--- config.mk ---
export PLATFORM = sky130hd
export DESIGN_NAME = swc_position_supervisor
export DESIGN_NICKNAME = d
export VERILOG_FILES = /design/src/swc_position_supervisor.v
export VERILOG_INCLUDE_DIRS = /design/src
export SDC_FILE = /design/constraint.sdc
export NUM_CORES = 1
export LEC_CHECK = 0
export BUFFER_PORTS_ARGS = -buffer_cell sky130_fd_sc_hd__buf_4
export CAP_MARGIN = 0
export CELL_PAD_IN_SITES_DETAIL_PLACEMENT = 2
export CELL_PAD_IN_SITES_GLOBAL_PLACEMENT = 2
export CORE_MARGIN = 5
export CORE_UTILIZATION = 35
export DETAILED_ROUTE_END_ITERATION = 10
export PLACE_DENSITY = 0.76
export RECOVER_POWER = 50
export SLEW_MARGIN = 20
export SYNTH_ARGS = -nofsm -noshare
export SYNTH_HDL_FRONTEND = slang
export SYNTH_SLANG_ARGS = --single-unit
export TNS_END_PERCENT = 20
--- constraint.sdc ---
create_clock -name pclk -period 2.3 [get_ports pclk]
set_input_delay 0.46 -clock pclk [delete_from_list [all_inputs] [get_ports pclk]]
set_output_delay 0.46 -clock pclk [all_outputs]
set_load 0.03 [all_outputs]
--- src/swc_defines.vh ---
// Overview of operation
// - open command starts open travel, shows intermediate
// - timely feedback gives target, expiry gives faulted
// - two contacts decode open, closed, intermediate, faulted
// - one contact wired raises single contact flag
// - single contact supervises its own direction only
// - close-only: timely close gives closed and success
// - close-only expiry: faulted, settle, then closed
// - close contact unassigned alone: close unsupervised, assumed closed
// - open-only: timely open gives open and success
// - open-only expiry: faulted, settle, then open
// - open contact unassigned alone: open unsupervised, assumed open
// - three interlocks per direction block switching
// - protection open and auto_reclose bypass interlocks
// - close command starts close travel, intermediate
// - command output lasts at most travel time
// - code 0 interm, 1 open, 2 closed, 3 faulted
`ifndef SWC_DEFINES_VH
`define SWC_DEFINES_VH
// ==========================================
// register offsets
`define SWC_OFS_CTRL      12'h000
`define SWC_OFS_CMD       12'h004
`define SWC_OFS_T_CLOSE   12'h008
`define SWC_OFS_T_OPEN    12'h00C
`define SWC_OFS_T_SETTLE  12'h010
`define SWC_OFS_STATUS    12'h014
// ==========================================
// control fields
`define SWC_CTRL_CLOSE_WIRED 0
`define SWC_CTRL_OPEN_WIRED  1
`define SWC_CTRL_IL_CLOSE_LO 2
`define SWC_CTRL_IL_OPEN_LO  5
`define SWC_CMD_CLOSE        0
`define SWC_CMD_OPEN         1
// ==========================================
// reset values (durations in clock cycles)
`define SWC_CTRL_RST     8'h03
`define SWC_T_CLOSE_RST  32'h0000_1000
`define SWC_T_OPEN_RST   32'h0000_1000
`define SWC_T_SETTLE_RST 32'h0000_0000
// ==========================================
// state codes
`define SWC_CODE_INTERM 2'h0
`define SWC_CODE_OPEN   2'h1
`define SWC_CODE_CLOSED 2'h2
`define SWC_CODE_FAULT  2'h3
`endif

--- src/swc_position_supervisor.v ---
`timescale 1ns/1ns
`include "swc_defines.vh"

module swc_position_supervisor #(
  parameter IL_N = 3
) (
  // apb slave
  input  wire        pclk,
  input  wire        presetn,
  input  wire        psel,
  input  wire        penable,
  input  wire        pwrite,
  input  wire [11:0] paddr,
  input  wire [31:0] pwdata,
  output reg  [31:0] prdata,
  output reg         pready,
  output reg         pslverr,
  // auxiliary contacts
  input  wire        aux_close_in,
  input  wire        aux_open_in,
  // interlocks, active high blocks
  input  wire [IL_N-1:0] il_close_in,
  input  wire [IL_N-1:0] il_open_in,
  // bypass command sources and their block input
  input  wire        prot_open_in,
  input  wire        auto_reclose_in,
  input  wire        bypass_block_in,
  // relay outputs
  output reg         close_cmd_out,
  output reg         open_cmd_out,
  // validated position
  output reg  [1:0]  state_code,
  output reg         pos_closed,
  output reg         pos_open,
  output reg         pos_interm,
  output reg         pos_fault,
  output reg         single_contact_flag,
  output reg         switch_success_flag
);

  // ==========================================
  // fsm states
  localparam [3:0] S_IDLE   = 4'b0001;
  localparam [3:0] S_CLOSE  = 4'b0010;
  localparam [3:0] S_OPEN   = 4'b0100;
  localparam [3:0] S_SETTLE = 4'b1000;

  // ==========================================
  // registers
  reg  [7:0]  ctrl_q;
  reg  [31:0] t_close_q;
  reg  [31:0] t_open_q;
  reg  [31:0] t_settle_q;
  reg  [1:0]  sync1_q;
  reg  [1:0]  sync2_q;
  reg         prot_q;
  reg         arc_q;
  reg  [3:0]  st_q;
  reg  [3:0]  st_d;
  reg  [31:0] cnt_q;
  reg  [31:0] cnt_d;
  reg         sup_q;
  reg         sup_d;
  reg         fault_q;
  reg         fault_d;
  reg         assume_q;
  reg         assume_d;
  reg         succ_d;
  reg         refused_q;
  reg         refused_d;
  reg         close_d;
  reg         open_d;
  reg  [1:0]  code_d;

  wire        wr_en;
  wire        rd_en;
  wire        cw;
  wire        ow;
  wire        ac;
  wire        ao;
  wire        sw_close;
  wire        sw_open;
  wire        prot_rise;
  wire        arc_rise;
  wire        il_close_blk;
  wire        il_open_blk;
  wire        req_open;
  wire        req_close;
  wire        byp_open;
  wire        byp_close;
  wire        single;
  reg         addr_ok;
  reg  [31:0] rd_mux;

  // ==========================================
  // apb access, one wait-free access cycle
  assign wr_en = psel & penable & pready & pwrite;
  assign rd_en = psel & ~penable & ~pwrite;

  always @* begin
    addr_ok = 1'b1;
    rd_mux  = 32'h0000_0000;
    case (paddr)
      `SWC_OFS_CTRL:     rd_mux = {24'h00_0000, ctrl_q};
      `SWC_OFS_CMD:      rd_mux = 32'h0000_0000;
      `SWC_OFS_T_CLOSE:  rd_mux = t_close_q;
      `SWC_OFS_T_OPEN:   rd_mux = t_open_q;
      `SWC_OFS_T_SETTLE: rd_mux = t_settle_q;
      `SWC_OFS_STATUS:   rd_mux = {21'h00_0000, refused_q, open_cmd_out,
                                   close_cmd_out, switch_success_flag,
                                   single_contact_flag, pos_fault, pos_interm,
                                   pos_open, pos_closed, state_code};
      default:           addr_ok = 1'b0;
    endcase
  end

  always @(posedge pclk or negedge presetn) begin
    if (!presetn) begin
      pready     <= 1'b0;
      pslverr    <= 1'b0;
      prdata     <= 32'h0000_0000;
      ctrl_q     <= `SWC_CTRL_RST;
      t_close_q  <= `SWC_T_CLOSE_RST;
      t_open_q   <= `SWC_T_OPEN_RST;
      t_settle_q <= `SWC_T_SETTLE_RST;
    end else begin
      pready  <= psel & ~penable & ~pready;
      pslverr <= psel & ~penable & ~pready & ~addr_ok;
      if (rd_en)
        prdata <= addr_ok ? rd_mux : 32'h0000_0000;
      if (wr_en && paddr == `SWC_OFS_CTRL)
        ctrl_q <= pwdata[7:0];
      if (wr_en && paddr == `SWC_OFS_T_CLOSE)
        t_close_q <= pwdata;
      if (wr_en && paddr == `SWC_OFS_T_OPEN)
        t_open_q <= pwdata;
      if (wr_en && paddr == `SWC_OFS_T_SETTLE)
        t_settle_q <= pwdata;
    end
  end

  // command register is write-only, each write is a one-cycle request
  assign sw_close = wr_en & (paddr == `SWC_OFS_CMD) & pwdata[`SWC_CMD_CLOSE];
  assign sw_open  = wr_en & (paddr == `SWC_OFS_CMD) & pwdata[`SWC_CMD_OPEN];

  // ==========================================
  // input conditioning
  always @(posedge pclk or negedge presetn) begin
    if (!presetn) begin
      sync1_q <= 2'b00;
      sync2_q <= 2'b00;
      prot_q  <= 1'b0;
      arc_q   <= 1'b0;
    end else begin
      sync1_q <= {aux_open_in, aux_close_in};
      sync2_q <= sync1_q;
      prot_q  <= prot_open_in;
      arc_q   <= auto_reclose_in;
    end
  end

  assign ac = sync2_q[0];
  assign ao = sync2_q[1];
  assign cw = ctrl_q[`SWC_CTRL_CLOSE_WIRED];
  assign ow = ctrl_q[`SWC_CTRL_OPEN_WIRED];
  assign single = cw ^ ow;

  // bypass sources act on their rising edge; a held trip fires once
  assign prot_rise = prot_open_in & ~prot_q;
  assign arc_rise  = auto_reclose_in & ~arc_q;

  // only enabled interlock inputs count
  assign il_close_blk = |(il_close_in & ctrl_q[`SWC_CTRL_IL_CLOSE_LO +: IL_N]);
  assign il_open_blk  = |(il_open_in & ctrl_q[`SWC_CTRL_IL_OPEN_LO +: IL_N]);

  assign byp_open  = prot_rise & ~bypass_block_in;
  assign byp_close = arc_rise & ~bypass_block_in;
  assign req_open  = byp_open | (sw_open & ~il_open_blk);
  assign req_close = byp_close | (sw_close & ~il_close_blk);

  // ==========================================
  // command sequencer
  always @* begin
    st_d      = st_q;
    cnt_d     = cnt_q;
    sup_d     = sup_q;
    fault_d   = fault_q;
    assume_d  = assume_q;
    succ_d    = switch_success_flag;
    refused_d = refused_q;
    close_d   = 1'b0;
    open_d    = 1'b0;
    case (st_q)
      S_IDLE, S_SETTLE: begin
        if (st_q == S_SETTLE) begin
          if (fault_q) begin
            // first settle cycle only shows the fault, the count waits
            fault_d = 1'b0;
          end else if (cnt_q <= 32'h0000_0001) begin
            st_d     = S_IDLE;
            fault_d  = 1'b0;
            assume_d = 1'b1;
          end else begin
            cnt_d = cnt_q - 32'h0000_0001;
          end
        end
        // open wins when both arrive together
        if (req_open) begin
          st_d      = S_OPEN;
          cnt_d     = (t_open_q == 32'h0000_0000) ? 32'h0000_0001 : t_open_q;
          sup_d     = ow;
          fault_d   = 1'b0;
          assume_d  = 1'b0;
          succ_d    = 1'b0;
          // a software close lost to a bypass open is still refused
          refused_d = sw_close & ~sw_open;
          open_d    = 1'b1;
        end else if (req_close) begin
          st_d      = S_CLOSE;
          cnt_d     = (t_close_q == 32'h0000_0000) ? 32'h0000_0001 : t_close_q;
          sup_d     = cw;
          fault_d   = 1'b0;
          assume_d  = 1'b0;
          succ_d    = 1'b0;
          // an interlocked software open stays refused when a close goes ahead
          refused_d = sw_open;
          close_d   = 1'b1;
        end else if (sw_open | sw_close) begin
          refused_d = 1'b1;
        end
      end
      S_OPEN, S_CLOSE: begin
        // software commands while moving are dropped and flagged; bypass edges are dropped unflagged
        if (sw_open | sw_close)
          refused_d = 1'b1;
        if (((st_q == S_OPEN) && ao && (!cw || !ac)) ||
            ((st_q == S_CLOSE) && ac && (!ow || !ao))) begin
          // target reached: output ends early
          st_d   = S_IDLE;
          succ_d = sup_q;
        end else if (cnt_q == 32'h0000_0001) begin
          // travel time spent: output drops, supervision decides
          st_d    = S_IDLE;
          fault_d = sup_q;
          if (sup_q && single && t_settle_q != 32'h0000_0000) begin
            st_d  = S_SETTLE;
            cnt_d = t_settle_q;
          end else if (!sup_q) begin
            assume_d = 1'b1;
          end
        end else begin
          cnt_d   = cnt_q - 32'h0000_0001;
          close_d = (st_q == S_CLOSE);
          open_d  = (st_q == S_OPEN);
        end
      end
      default: begin
        st_d = S_IDLE;
      end
    endcase
  end

  // ==========================================
  // position decode
  // the fault shown after expiry lasts at least one cycle even when a
  // settle phase follows, so software can see the failed transfer
  always @* begin
    code_d = `SWC_CODE_FAULT;
    if (cw && ow) begin
      if (ao && !ac)
        code_d = `SWC_CODE_OPEN;
      else if (ac && !ao)
        code_d = `SWC_CODE_CLOSED;
      else if (st_q == S_OPEN || st_q == S_CLOSE)
        code_d = `SWC_CODE_INTERM;
      else
        code_d = `SWC_CODE_FAULT;
    end else if (cw) begin
      if (ac)
        code_d = `SWC_CODE_CLOSED;
      else if (sup_q && st_q == S_CLOSE)
        code_d = `SWC_CODE_INTERM;
      else if (fault_q)
        code_d = `SWC_CODE_FAULT;
      else if (st_q == S_SETTLE)
        code_d = `SWC_CODE_INTERM;
      else if (assume_q && sup_q)
        code_d = `SWC_CODE_CLOSED;
      else
        code_d = `SWC_CODE_OPEN;
    end else if (ow) begin
      if (ao)
        code_d = `SWC_CODE_OPEN;
      else if (sup_q && st_q == S_OPEN)
        code_d = `SWC_CODE_INTERM;
      else if (fault_q)
        code_d = `SWC_CODE_FAULT;
      else if (st_q == S_SETTLE)
        code_d = `SWC_CODE_INTERM;
      else if (assume_q && sup_q)
        code_d = `SWC_CODE_OPEN;
      else
        code_d = `SWC_CODE_CLOSED;
    end else begin
      code_d = `SWC_CODE_FAULT;
    end
  end

  // ==========================================
  // state and outputs
  always @(posedge pclk or negedge presetn) begin
    if (!presetn) begin
      st_q                <= S_IDLE;
      cnt_q               <= 32'h0000_0000;
      sup_q               <= 1'b0;
      fault_q             <= 1'b0;
      assume_q            <= 1'b0;
      refused_q           <= 1'b0;
      switch_success_flag <= 1'b0;
      close_cmd_out       <= 1'b0;
      open_cmd_out        <= 1'b0;
      state_code          <= `SWC_CODE_FAULT;
      pos_closed          <= 1'b0;
      pos_open            <= 1'b0;
      pos_interm          <= 1'b0;
      pos_fault           <= 1'b1;
      single_contact_flag <= 1'b0;
    end else begin
      st_q                <= st_d;
      cnt_q               <= cnt_d;
      sup_q               <= sup_d;
      fault_q             <= fault_d;
      assume_q            <= assume_d;
      refused_q           <= refused_d;
      switch_success_flag <= succ_d;
      close_cmd_out       <= close_d;
      open_cmd_out        <= open_d;
      state_code          <= code_d;
      pos_closed          <= (code_d == `SWC_CODE_CLOSED);
      pos_open            <= (code_d == `SWC_CODE_OPEN);
      pos_interm          <= (code_d == `SWC_CODE_INTERM);
      pos_fault           <= (code_d == `SWC_CODE_FAULT);
      single_contact_flag <= single;
    end
  end

endmodule

Word level (Yosys, flattened, before mapping)
Index checks and enable logic that the tools add are counted.
{"block": "classes", "n_addsub": 1, "n_lt_le_gt_ge": 1, "n_eq_ne": 25, "n_mux": 74, "bitwise": 33, "n_reduce_logical": 42}
{"op": "$mux 32", "n": 11}
{"op": "$pmux 32 s5", "n": 1}
{"op": "$logic_not 32->1", "n": 2}
{"op": "$pmux 32 s2", "n": 1}
{"op": "$eq 32x1->1 const B", "n": 1}
{"op": "$le 32x1->1 const B", "n": 1}
{"op": "$mux 2", "n": 16}
{"op": "$mux 4", "n": 8}
{"op": "$reduce_bool 32->1", "n": 1}
{"op": "$sub 32x1->32 const B", "n": 1}
{"op": "$mux 1", "n": 30}
{"op": "$eq 12x4->1 const B", "n": 2}
{"op": "$eq 12x5->1 const B", "n": 2}
{"op": "$and 1x1->1", "n": 17}
{"op": "$logic_and 1x1->1", "n": 16}
{"op": "$ne 4x4->1 const B", "n": 4}
{"op": "$eq 12x3->1 const B", "n": 1}
{"op": "$logic_not 12->1", "n": 1}
{"op": "$pmux 1 s2", "n": 6}
{"op": "$ne 2x2->1 const B", "n": 5}
{"op": "$not 1->1", "n": 10}
{"op": "$ne 3x3->1 const B", "n": 3}
{"op": "$pmux 4 s2", "n": 1}
{"op": "$reduce_and 4->1", "n": 2}
{"op": "other kinds (20)", "n": 33}
{"block": "totals", "ff_bits": 194, "inputBits": 60, "out_inout_bits": 44, "word_cells": 202}

Depth between registers and ports, before layout
{"block": "logic_depth", "ltp_word": 10, "mapped_depth": 11}

Least setup slack after synthesis
Ideal clock, no wire load.
{"block": "synth_timing", "path_kind": "register to register", "start": "reg cnt_q[0]", "end": "reg cnt_q[26]", "arrival_ns": 2.318, "slack_ns": -0.143, "path_stages_with_launch": 12, "synth_period_minus_slack_ns": 2.443, "path_cell_list": "dfrtp_1 > inv_1 > ha_1 > or3b_1 > clkbuf_1 > or2_1 > buf_6 > nor3_2 > xnor2_1 > a211oi_1 > a311oi_1 > o21ai_1"}
{"block": "synth_via", "elab_chain_len": 7, "word_cells_on_any_way": 14, "classes_between": "1 x add/sub; 1 x order compare; 3 x eq/ne; 8 x mux; 1 x reduce/logical"}
{"item": "from (decl)", "line": "swc_position_supervisor.v:60", "text": "reg [31:0] cnt_q;"}
{"item": "from (signal assigned)", "line": "swc_position_supervisor.v:330", "text": "cnt_q <= cnt_d;"}
{"item": "$sub 32x1->32", "line": "swc_position_supervisor.v:204, swc_position_supervisor.v:252"}
{"item": "$mux 32", "line": "swc_position_supervisor.v:199", "text": "end else if (cnt_q <= 32'h0000_0001) begin"}
{"item": "$mux 32", "line": "swc_position_supervisor.v:196", "text": "if (fault_q) begin"}
{"item": "$mux 32", "line": "swc_position_supervisor.v:195", "text": "if (st_q == S_SETTLE) begin"}
{"item": "$mux 32", "line": "swc_position_supervisor.v:218", "text": "end else if (req_close) begin"}
{"item": "$mux 32", "line": "swc_position_supervisor.v:208", "text": "if (req_open) begin"}
{"item": "$pmux 32 s2", "line": "swc_position_supervisor.v:193", "text": "case (st_q)"}
Parallel ways exist; a longest one is shown, timed or not. The select of a mux whose other input is x is not followed.
A chain may end at the register's enable or synchronous reset.

Worst setup path after layout
{"block": "layout_timing", "start": "reg cnt_q[20]", "end": "reg cnt_q[16]"}
{"block": "layout_via", "elab_chain_len": 4, "word_cells_on_any_way": 8, "classes_between": "1 x order compare; 3 x eq/ne; 3 x mux; 1 x reduce/logical"}
{"item": "branches (longest 4 deep; another with $le 32x1->1)"}
Parallel ways; which one is timed is not known. The select of a mux whose other input is x is not followed.

==> out/qor.yml <==
job:
  cap_violations: 1
critical_path:
  cp.required_ns: 2.67
  path_common_cell: "buf_4"
  r2r-end: "cnt_q[16]"
  crit_path_end_kind: "flip-flop"
  slowest_stage: "dfrtp_1"
  path_max_fanout: 10
  cpPeakStageDelay_ns: 0.51
  crit_arrival_ns: 3.21
  cp-start-kind: "flip-flop"
  r2r_cells: 11
  rrSetupSlack_ns: -0.55
  r2r_start: "cnt_q[20]"
  crit_chain: "nor4_4, buf_4, buf_4, and3_4, nand4_1, buf_6, buf_4, nor2_1, a21oi_1, o21ai_0, o21ai_1"
  crit_type: "reg2reg"
yosys:
  syn_nets: 1056
  synthFlopType: "dfrtp_1"
  ys_ff_latch: 194
  synth_cell_types: 76
  async_flop_share_pct: 100
  yosys_warnings: 0
  seq_area_frac_synth_pct: 47.3
  netlist_area_um2: 10300
  synth.avg_cell_area_um2: 10.4
  synth_edf_count: 0
  syn-instance-count: 993
global_routing:
  grt_pass1_wl_mm: 85.4
  grt_max_degree: 62
  gr-total-overflow: 0
  grt_pass1_vias: 12200
  grt_use_total_pct: 34.3
  antenna_found_initial: 1
placement:
  post_dp_cell_area_um2: 13100
  place_ws_ns: -0.532
  dp_hpwl_mm: 33.5
  port_buffers: 103
  place_congestion: 0.868
floorplan:
  coreArea_um2: 28900
  initial_core_util_pct: 35.6
  row_count: 62
  io-pin-count: 104
  die_w_um: 181
  die_y_um: 181
  die_area_um2: 32900
power:
  ir_drop_v: 0.000695
  power.density_nw_per_um2: 952
  p_leak_nw: 6.74
  totalPowerFinal_mw: 14.0
sta:
  setup_viol: 49
  grt_setup_unrepaired: "yes"
  worst_slew_margin_rel_pct: -16.6
  finalMaxSlewViolations: 62
  whs_ns: 0.0938
  finalClockSkew_ns: 0.0332
  report.final.hold_viol_count: 0
  worst_pin_slew_ns: 1.75
  period_minus_slack_ns: 2.85
  fin_crit_sh_pct: 124
  timing.fmax_mhz: 351
  worst_slack_ns: -0.546
clock_network:
  htree_levels: 4
  cts_buffers: 17
  clk-insertion-delay-late_ns: 0.51
  numClockSinks: 194
  cts_tree: "built"
  cts_hold_buf: 0
  cts-root-buf: "clkbuf_16"
  clk_pin_slew_worst_paths_ns: 0.10
  cts_buffer_depth: 2
detailed_routing:
  initialDrtViolationCount: 1365
  drcViolationCount: 0
  first_pass_iters: 8
  wl_mm: 63.5
  vias_per_cell: 6.80
  num_vias: 11500
  final_antenna_net_count: 0
  wire_per_inst_um: 37.6
layout:
  drive_above_1_share_pct: 47.8
  area.growth.synth_to_final_pct: 42.8
  ff_latch_area_um2: 4870
  fillers: 2900
  fin_area_um2: 14700
  layout_commonest_cell: "buf_4"
  antenna_cells: 0
  final_core_util_pct: 50.9
  final_nets: 1354
  multi_input_area_um2: 5730
  layout_common_cells: "289 x buf_4, 184 x dfrtp_1, 98 x mux2_2, 85 x nand2_1, 62 x nor2_1"
min_path:
  hp-start: "aux_open_in"
  min_to: "sync1_q[1]"
  hold_class: "in2reg"
  min_path_cells: 1
status:
  violations: "capacitance limit, slew limit, setup timing"
  status: "finished, violations left"
## where the power goes
group / switching (mW) / internal, mW / total [mW]
sequential: 0.362 / 3.68 / 4.04
clock: 1.72 / 1.67 / 3.39
combinational: 3.81 / 2.75 / 6.56
## flip-flops by register name (all words and copies together), names as in the netlist, 2 cells and up
signal	count
ctrl_q	8
state_code	2
cnt_q	32
t_settle_q	32
sync1_q	2
t_open_q	32
sync2_q	2
t_close_q	32
prdata	32
st_q	4
## cells in the mapped netlist (9+ instances only)
master,count,share of area (%)
mux2_2,98,11
a311oi_1,11,0.94
nor3_1,16,0.78
a21oi_1,51,2.5
nand3_1,10,0.49
dfrtp_1,186,45
o21ai_1,37,1.8
clkbuf_1,33,1.2
a221oi_1,13,1.1
nand2_1,95,3.5
buf_2,27,1.3
a211oi_1,19,1.4
a222oi_1,24,2.3
nor4_1,28,1.7
nand4_1,9,0.55
nor3_2,9,0.88
nor2_1,73,2.7
o21ai_0,57,2.8
xnor2_1,22,1.9
mux2i_1,14,1.4
## timing repair
| item | CTS | global route |
|---|---|---|
| resized for setup | 95 | 68 |
| pin swaps | 52 | 30 |
| buffers inserted | 24 | 11 |
| cloned | 1 | 2 |
| setup endpoints to repair | 35 | 62 |
## through the flow
| step | std cells | setup TNS (ns) |
|---|---|---|
| 2_1_floorplan | 993 | -2.74 |
| 3_3_place_gp | 1619 | -23.13 |
| 3_5_place_dp | 1619 | -40.89 |
| 4_1_cts | 1676 | -4.94 |
| 5_1_grt | 1688 | -17.35 |
| 6_report | 1688 | -14.69 |
## critical path: cells and delay by family, from the launching register on
kind | cells | cell delay (ns)
flip-flops | 1 | 0.51
AO/OA/AOI/OAI | 3 | 0.46
AND/OR/NAND/NOR | 4 | 0.98
buffers and inverters | 4 | 0.73
## layout make-up
cell class,instances,area share (%)
Tap cell,384,3.27
Inverter,8,0.204
Clock inverter,14,1.13
Sequential cell,194,33.1
Clock buffer,18,2.99
Timing Repair Buffer,346,20.2
Multi-Input combinational cell,724,39.0
## cells by family (layout without fill, tap and decap cells)
logic type | count (synthesis) | count (layout) | share of synthesized area [%]
buf+inv | 75 | 386 | 3.32
xor+xnor | 27 | 27 | 2.30
fa+ha+maj | 3 | 3 | 0.365
compound gates | 269 | 269 | 17.5
flops | 194 | 194 | 47.3
mux | 120 | 120 | 13.0
simple gates | 305 | 305 | 16.2
## layer usage
layer | share of wire (%) | track usage [%] | up-vias
met4 | 7.6 | 17.2 | 0
met5 | 0 | 0 | -
met1 | 37 | 41.9 | 5946
met3 | 8.2 | 7.26 | 341
li1 | - | - | 4339
met2 | 47 | 57.6 | 847
## how the worst max path moves through the flow
stage                     slack, ns  cells past startpoint           start   endpoint
after floorplan               -0.10                     11        cnt_q[0]  cnt_q[26]
after global placement        -0.38                     11        paddr[4]  cnt_q[25]
after detailed placement      -0.53                     10  t_settle_q[18]   cnt_q[0]
after CTS                     -0.24                      8       cnt_q[17]  cnt_q[28]
after global routing          -0.58                      9        cnt_q[0]  cnt_q[31]
final                         -0.55                     11       cnt_q[20]  cnt_q[16]
Note: power is estimated with default switching activity, not from simulation.
